--- src/rcs_pkg.sv ---
// Package for the radio coexistence signalling block
package rcs_pkg;

  // ----------------------------------------
  // Register map (byte addresses)
  // ----------------------------------------
  localparam logic [7:0] RCS_CTRL_OFS = 8'h00;
  localparam logic [7:0] RCS_PRIO_OFS = 8'h04;
  localparam logic [7:0] RCS_STAT_OFS = 8'h08;

  // ----------------------------------------
  // Field positions
  // ----------------------------------------
  localparam int RCS_GATE_BIT = 0;
  localparam int RCS_ENA_BIT = 1;
  localparam int RCS_MAC_BIT = 0;
  localparam int RCS_ST_ACT_BIT = 0;
  localparam int RCS_ST_PRI_BIT = 1;
  localparam int RCS_ST_EXTA_BIT = 2;
  localparam int RCS_ST_EXTB_BIT = 3;
  localparam int RCS_ST_BUSY_BIT = 4;
  localparam int RCS_ST_SUPP_BIT = 5;

  // ----------------------------------------
  // Reset values and pin function codes
  // ----------------------------------------
  localparam logic RCS_GATE_RST = 1'b0;
  localparam logic RCS_ENA_RST = 1'b0;
  localparam logic RCS_MAC_RST = 1'b1;
  localparam logic [5:0] RCS_FN_EXT_A = 6'h30;
  localparam logic [5:0] RCS_FN_EXT_B = 6'h31;
  localparam logic [5:0] RCS_FN_ACT = 6'h32;
  localparam logic [5:0] RCS_FN_PRI = 6'h33;

  // ----------------------------------------
  // Types
  // ----------------------------------------
  typedef enum logic [1:0] {RCS_IDLE, RCS_EVENT, RCS_DRAIN} rcs_phase_t;

  typedef struct packed {
    logic [1:0] ext_meta;
    logic [1:0] ext_sync;
    logic gating;
    logic enable;
    logic mac_precedence;
    rcs_phase_t phase;
    logic act_out;
    logic pri_out;
    logic suppress;
    logic [31:0] prdata;
  } rcs_state_t;

  typedef struct packed {
    logic event_envelope;
    logic activity_done;
  } rcs_radio_t;

endpackage : rcs_pkg

--- src/rcs_top.sv ---
// Radio coexistence signalling: activity/priority outputs, external sensing, APB regs
//
// Chosen here: the address map and register access over APB.
`timescale 1ns/10ps
`default_nettype none

module rcs_top
  import rcs_pkg::*;
(
  // Clock and reset
  input wire logic SYS_CLK,
  input wire logic RST_N,
  input wire logic CLK_EN,
  // APB slave
  input wire logic PSEL,
  input wire logic PENABLE,
  input wire logic PWRITE,
  input wire logic [7:0] PADDR,
  input wire logic [31:0] PWDATA,
  output logic [31:0] PRDATA,
  output logic PREADY,
  output logic PSLVERR,
  // Local radio
  input wire rcs_radio_t RADIO_IN,
  output logic RADIO_SUPPRESS,
  // External radios
  input wire logic EXTERNAL_ACTIVITY_IN_A,
  input wire logic EXTERNAL_ACTIVITY_IN_B,
  // Coexistence outputs
  output logic LOCAL_ACTIVITY_OUT,
  output logic LOCAL_PRIORITY_OUT
);

  // ----------------------------------------
  // State
  // ----------------------------------------
  rcs_state_t st_reg;
  rcs_state_t st_next;
  logic ext_any;
  logic wr_en;
  logic rd_en;
  logic addr_ok;
  logic want_act;
  logic want_pri;

  function automatic logic rcs_hit(input logic [7:0] a);
    rcs_hit = (a == RCS_CTRL_OFS) || (a == RCS_PRIO_OFS) || (a == RCS_STAT_OFS);
  endfunction

  // ----------------------------------------
  // Combinational next state
  // ----------------------------------------
  always_comb begin
    st_next = st_reg;
    st_next.ext_meta = {EXTERNAL_ACTIVITY_IN_B, EXTERNAL_ACTIVITY_IN_A};
    st_next.ext_sync = st_reg.ext_meta;
    ext_any = |st_reg.ext_sync;
    addr_ok = rcs_hit(PADDR);
    wr_en = PSEL && PENABLE && PWRITE && addr_ok;
    rd_en = PSEL && !PENABLE && !PWRITE;
    if (wr_en && PADDR == RCS_CTRL_OFS) begin
      st_next.gating = PWDATA[RCS_GATE_BIT];
      st_next.enable = PWDATA[RCS_ENA_BIT];
    end
    if (wr_en && PADDR == RCS_PRIO_OFS) begin
      st_next.mac_precedence = PWDATA[RCS_MAC_BIT];
    end
    unique case (st_reg.phase)
      RCS_IDLE: begin
        if (RADIO_IN.event_envelope) begin
          st_next.phase = RCS_EVENT;
        end
      end
      RCS_EVENT: begin
        if (!RADIO_IN.event_envelope) begin
          st_next.phase = RADIO_IN.activity_done ? RCS_IDLE : RCS_DRAIN;
        end
      end
      RCS_DRAIN: begin
        if (RADIO_IN.activity_done) begin
          st_next.phase = RADIO_IN.event_envelope ? RCS_EVENT : RCS_IDLE;
        end
      end
      default: st_next.phase = RCS_IDLE;
    endcase
    want_act = st_reg.enable && (RADIO_IN.event_envelope || st_next.phase != RCS_IDLE);
    want_pri = 1'b0;
    st_next.suppress = 1'b0;
    if (!st_reg.gating) begin
      want_pri = want_act && (st_reg.mac_precedence || !ext_any);
    end else if (st_reg.mac_precedence) begin
      want_pri = want_act;
    end else begin
      st_next.suppress = st_reg.enable && ext_any;
      if (ext_any) begin
        want_act = 1'b0;
      end
      want_pri = 1'b0;
    end
    st_next.act_out = want_act;
    st_next.pri_out = want_pri;
    if (rd_en) begin
      st_next.prdata = '0;
      if (PADDR == RCS_CTRL_OFS) begin
        st_next.prdata[RCS_GATE_BIT] = st_reg.gating;
        st_next.prdata[RCS_ENA_BIT] = st_reg.enable;
      end else if (PADDR == RCS_PRIO_OFS) begin
        st_next.prdata[RCS_MAC_BIT] = st_reg.mac_precedence;
      end else if (PADDR == RCS_STAT_OFS) begin
        st_next.prdata[RCS_ST_ACT_BIT] = st_reg.act_out;
        st_next.prdata[RCS_ST_PRI_BIT] = st_reg.pri_out;
        st_next.prdata[RCS_ST_EXTA_BIT] = st_reg.ext_sync[0];
        st_next.prdata[RCS_ST_EXTB_BIT] = st_reg.ext_sync[1];
        st_next.prdata[RCS_ST_BUSY_BIT] = (st_reg.phase != RCS_IDLE);
        st_next.prdata[RCS_ST_SUPP_BIT] = st_reg.suppress;
      end
    end
  end

  // ----------------------------------------
  // Registers
  // ----------------------------------------
  always_ff @(posedge SYS_CLK) begin
    if (!RST_N) begin
      st_reg <= '0;
      st_reg.gating <= RCS_GATE_RST;
      st_reg.enable <= RCS_ENA_RST;
      st_reg.mac_precedence <= RCS_MAC_RST;
      st_reg.phase <= RCS_IDLE;
    end else if (CLK_EN) begin
      st_reg <= st_next;
    end
  end

  // ----------------------------------------
  // Outputs
  // ----------------------------------------
  // Read data captured in setup, so access answers with zero wait
  assign PRDATA = st_reg.prdata;
  assign PREADY = 1'b1;
  assign PSLVERR = PSEL && PENABLE && !addr_ok;
  assign LOCAL_ACTIVITY_OUT = st_reg.act_out;
  assign LOCAL_PRIORITY_OUT = st_reg.pri_out;
  assign RADIO_SUPPRESS = st_reg.suppress;
endmodule : rcs_top

`default_nettype wire

--- config.mk ---
export PLATFORM = sky130hd
export DESIGN_NAME = rcs_top
export DESIGN_NICKNAME = d
export VERILOG_FILES = /design/src/rcs_pkg.sv /design/src/rcs_top.sv
export SDC_FILE = /design/constraint.sdc
export NUM_CORES = 1
export LEC_CHECK = 0
export ABC_AREA = 1
export BUFFER_PORTS_ARGS = -buffer_cell sky130_fd_sc_hd__buf_4
export CAP_MARGIN = 20
export CORE_ASPECT_RATIO = 0.8
export CORE_MARGIN = 1.5
export CORE_UTILIZATION = 43
export CTS_BUF_LIST = sky130_fd_sc_hd__clkbuf_16
export DETAILED_ROUTE_END_ITERATION = 10
export GPL_ROUTABILITY_DRIVEN = 0
export GPL_TIMING_DRIVEN = 1
export PLACE_DENSITY_LB_ADDON = 0.08
export SLEW_MARGIN = 20
export SYNTH_ARGS = -nofsm -noshare
export SYNTH_HDL_FRONTEND = slang
export SYNTH_SLANG_ARGS = --single-unit
--- constraint.sdc ---
create_clock -name SYS_CLK -period 1.9 [get_ports SYS_CLK]
set_input_delay 0 -clock SYS_CLK [delete_from_list [all_inputs] [get_ports SYS_CLK]]
set_output_delay 0 -clock SYS_CLK [all_outputs]
set_load 0.05 [all_outputs]
; ---- Word-level counts from Yosys, hierarchy flattened
; Index checks and enable logic that the tools add are counted.
[classes]
eq_ne = 4
mux = 18
reduce_logical = 27
[op_table]
columns = operator, count
row1 = logical AND 1 bit, 11
row2 = 2-to-1 mux 2 bit, 5
row3 = 2-to-1 mux 1 bit, 9
row4 = == test 8 x 3 -> 1 bit (second input constant), 1
row5 = == test 8 x 4 -> 1 bit (second input constant), 1
row6 = logical NOT 8 bit, 1
row7 = 2-to-1 mux 6 bit, 1
row8 = one-hot mux 2 bit (3 select lines), 1
row9 = AND reduction 2 bit, 3
row10 = 2-to-1 mux 5 bit, 1
row11 = logical NOT 1 bit, 4
row12 = logical OR 1 bit, 4
row13 = 2-to-1 mux 4 bit, 1
row14 = nonzero test 2 bit, 2
row15 = == test 2 x 1 -> 1 bit (second input constant), 1
row16 = == test 2 bit (second input constant), 1
row17 = logical NOT 2 bit, 1
row18 = OR reduction 2 bit, 1
[word_totals]
ff_bits = 18
inputBits = 50
out_inout_bits = 37
word_cells = 59

; ---- Logic depth before layout (Yosys ltp)
[depth]
depth_word = 9
ltp_mapped = 9
ltp_nobuf = 9

; ---- Worst setup path before layout
; Ideal clock, no wire load.
[synth_timing]
kind = register -> register
start = register st_reg, in the netlist LOCAL_ACTIVITY_OUT
end = register st_reg, in the netlist PRDATA[0]
setup_time_ns = 0.070
arrival_ns = 0.988
required_ns = 1.830
slack_ns = 0.842
path_stages_with_launch = 5
path_buffers = 0
period_less_slack_ns = 1.058
cell_sequence = dfxtp_1 > nand3_1 > nand3_1 > nand3_1 > a21oi_1
[synth_between]
elab_chain_len = 3
[synth_lines]
columns = item, line_no
row1 = from (decl), rcs_top.sv:37  ; rcs_state_t st_reg;
row2 = from (signal assigned), rcs_top.sv:131  ; st_reg <= st_next;
row3 = 2-to-1 mux 6 bit, rcs_top.sv:109  ; end else if (PADDR == RCS_STAT_OFS) begin
row4 = 2-to-1 mux 1 bit, rcs_top.sv:107  ; end else if (PADDR == RCS_PRIO_OFS) begin
row5 = 2-to-1 mux 2 bit, rcs_top.sv:104  ; if (PADDR == RCS_CTRL_OFS) begin
; No other way between the ends.
; A chain may end at the register's enable or synchronous reset.

; ---- Final worst setup path
[layout_timing]
start = register st_reg[35] (netlist bit)
end = register st_reg, in the netlist LOCAL_PRIORITY_OUT
[layout_between]
elab_chain_len = 7
word_cells_on_any_way = 13
cone_classes = eq/ne (2) / mux (6) / reduce/logical (5)
[layout_lines]
columns = item, line_no
row1 = "== test 2 bit, or another cell as far along", rcs_top.sv:68  ; unique case (st_reg.phase)
row2 = one-hot mux 2 bit (3 select lines) *, rcs_top.sv:68
row3 = nonzero test 2 bit *, rcs_top.sv:86  ; want_act = st_reg.enable && (RADIO_IN.event_envelope || st_next.phase != RCS_IDLE);
row4 = logical OR 1 bit *, rcs_top.sv:86
row5 = logical AND 1 bit *, rcs_top.sv:86
row6 = 2-to-1 mux 1 bit / logical AND 1 bit (equally long branches), "rcs_top.sv:91, rcs_top.sv:90"
row7 = 2-to-1 mux 1 bit *, rcs_top.sv:89  ; if (!st_reg.gating) begin
; Every way passes the cells marked *; elsewhere a longest branch is shown, timed or not.

==> run_results.csv <==
group,metric,value,unit
status,status,"finished, final reports clean",
logic_synthesis,syn_avg_cell_area,6.94,sq um
logic_synthesis,synthXorXnorAreaFrac,0,
worst_setup_path,cp_common_cell,"nand3_1",
grt,antenna_found_initial,0,
worst_setup_path,crit_slowest_cell,"dfxtp_1",
floorplanning,start_util,0.470,
logic_synthesis,synth_fa_ha_area_frac,0,
worst_setup_path,cp_top_family,"simple AND/OR/NAND/NOR gates",
timing,rsz0062_at_grt,"no",
timing,fin_skew,0.00244,ns
clock_network,post_cts_buffers,0,
routing,wl_met1,1050,microns
logic_synthesis,syn_inst,171,
clock_network,cts_tree,"done",
pwr,seq_power_share,0.382,
worst_setup_path,critPathCaptureType,"register",
timing,fmax,1010,MHz
routing,drtIter0Drc,38,
floorplanning,num_rows,16,
worst_setup_path,path_class,"register to register",
floorplanning,dieHeight,50.0,microns
final_layout,area_growth,17.0,%
logic_synthesis,ys_warn_count,0,
clock_network,clk_path_buf_depth,2,
logic_synthesis,synth_top_family_by_area,"buffers and inverters",
worst_setup_path,worstSetupStartpointType,"register",
routing,drc,0,
floorplanning,ioPinCount,87,
clock_network,clk_latency,0.24,ns
floorplanning,die_x,61.7,microns
pwr,clkPwrFrac,0.391,
logic_synthesis,synth_area,0.00119,sq mm
timing,hold_viol,0,
final_layout,final_cell_mix,"buf_4, conb_1, nand2_1",
logic_synthesis,synthArstFlopShare,0,
grt,overflow,0,
timing,fin_setup_tns,0,ns
pwr,p_sw,0.319,mW
pwr,combPwrFrac,0.227,
timing,timing.final.max_slew_violations,0,
routing,ant_nets,0,
clock_network,cts-root-buf,"clkbuf_16",
clock_network,numCtsBuffers,3,
logic_synthesis,synth-seq-cells,18,
timing,setup_violations,0,
final_layout,mostFrequentLayoutCell,"buf_4",
grt,grt_pass1_vias,803,
final_layout,finish.utilization,0.550,
min_path,hold_path.class,"input pin to register",
routing,routed-wl-met3,128,microns
worst_setup_path,path_buf_inv,0,
clock_network,clk_pin_slew,0.05,ns
worst_setup_path,crit_chain,"or2_1 -> nand3_1 -> nand2_1 -> nand3_1 -> a21oi_1",
routing,routed_wl,2100,microns
pwr,internal-power,0.721,mW
logic_synthesis,synth_compound_area_frac,0.108,
clock_network,clock-sinks,18,
grt,grt_pass1_wl,3440,microns
pwr,switching_share,0.307,
grt,grt_start_max_net_pins,14,
routing,vias,990,
logic_synthesis,synth_edf_count,0,
clock_network,htreeDepth,1,
routing,vias_per_cell,4.29,
final_layout,finalNetCount,247,
timing,post-route-min-period,0.995,ns
logic_synthesis,synth.area.mux_share,0,
worst_setup_path,critPathArrivalTime,1.12,ns
pwr,p_per_area,749,mW/mm^2
pwr,p_leak,0.756,nW
logic_synthesis,ys.flop_type,"dfxtp_1",
pwr,ir_worst_vdd,0.480,mV
placement,placed_area,0.00127,sq mm
final_layout,post_route_cells_drive_above_1_share,0.256,
routing,dr.pass1.iters,3,
placement,portBuffers,29,
routing,wl_per_cell,9.09,microns
worst_setup_path,required,2.03,ns
routing,wl_met2,916,microns
floorplanning,core-area,0.00252,sq mm
final_layout,diodes,0,
timing,post-route-period-util,0.524,
routing,topRoutingLayerUsed,"met3",
final_layout,largest_reg_flops,7,
worst_setup_path,critPathMaxStageDelay,0.32,ns
final_layout,fin_area,0.00139,sq mm
logic_synthesis,synth_cell_type_count,22,
flow_run,maxCapViolations,0,
logic_synthesis,synth-simple-area-share,0.282,
floorplanning,die_area,0.00308,sq mm
grt,grt_usage,0.148,
placement,hpwlAfterDp,1680,microns
logic_synthesis,yosysSeqAreaShare,0.304,
worst_setup_path,crit_fanout,4,
==> metal layers <==
layer / up-vias / GRT usage
met5: - / 0
met4: 0 / 0.0319
met3: 0 / 0.0472
met2: 37 / 0.225
met1: 431 / 0.205
li1: 522 / -
==> cell usage after synthesis (all sizes together), types with 2 or more instances <==
cell | instances | area (sq um)
inv | 23 | 86.3
nand2 | 26 | 123
dfxtp | 18 | 360
nand4 | 2 | 12.5
nor2 | 21 | 100
conb | 2 | 7.51
buf | 36 | 263
a21oi | 12 | 60.1
nand3 | 14 | 80.1
or2 | 2 | 12.5
o21ai | 12 | 60.1
==> timing repair <==
item / in CTS / in global routing
gates resized for setup: 0 / 0
endpoints found under the hold margin: 4 / 0
setup endpoints to repair: 0 / 0
hold buffers: 4 / 0
==> final cells by class <==
class,count,area (sq um)
Fill cell,255,1130
Multi-Input combinational cell,118,563
Sequential cell,18,360
Timing Repair Buffer,33,258
Inverter,23,86.3
Clock buffer,3,75.1
Tap cell,36,45.0
==> cell families (layout without fill, tap and decap cells) <==
logic type,count (synthesis),in the layout
AND/OR/NAND/NOR,66,66
buffers and inverters,60,59
AO/OA/AOI/OAI,25,25
flip-flops,18,18
other,2,27
==> final timing paths <==
check,from,to,slack (ns),cells past startpoint
worst max-delay path,st_reg[35],LOCAL_PRIORITY_OUT,0.90,5
worst min-delay path,CLK_EN,st_reg[35],0.01,2
worst max register to register,st_reg[35],LOCAL_PRIORITY_OUT,0.90,5
worst min register to register,PRDATA[0],PRDATA[0],0.46,2
==> power groups by stage <==
stage / Combinational [mW] / Clock [mW] / Sequential (mW)
5_1_grt: 0.256 / 0.426 / 0.397
3_5_place_dp: 0.229 / 0 / 0.404
3_3_place_gp: 0.227 / 0 / 0.403
6_report: 0.236 / 0.406 / 0.397
4_1_cts: 0.236 / 0.416 / 0.396
2_1_floorplan: 0.233 / 0 / 0.402
==> metrics by stage <==
stage               hold WS, ns  total power [mW]  std cells  setup slack [ns]
detailed placement        0.228             0.633        224             0.910
global placement          0.222             0.631        224             0.925
finish                   0.0103              1.04        231             0.905
global route             0.0348              1.08        231             0.799
floorplan                 0.135             0.635        196             0.842
CTS                      0.0127              1.05        231             0.903
Power figures use the tool's default switching activity.
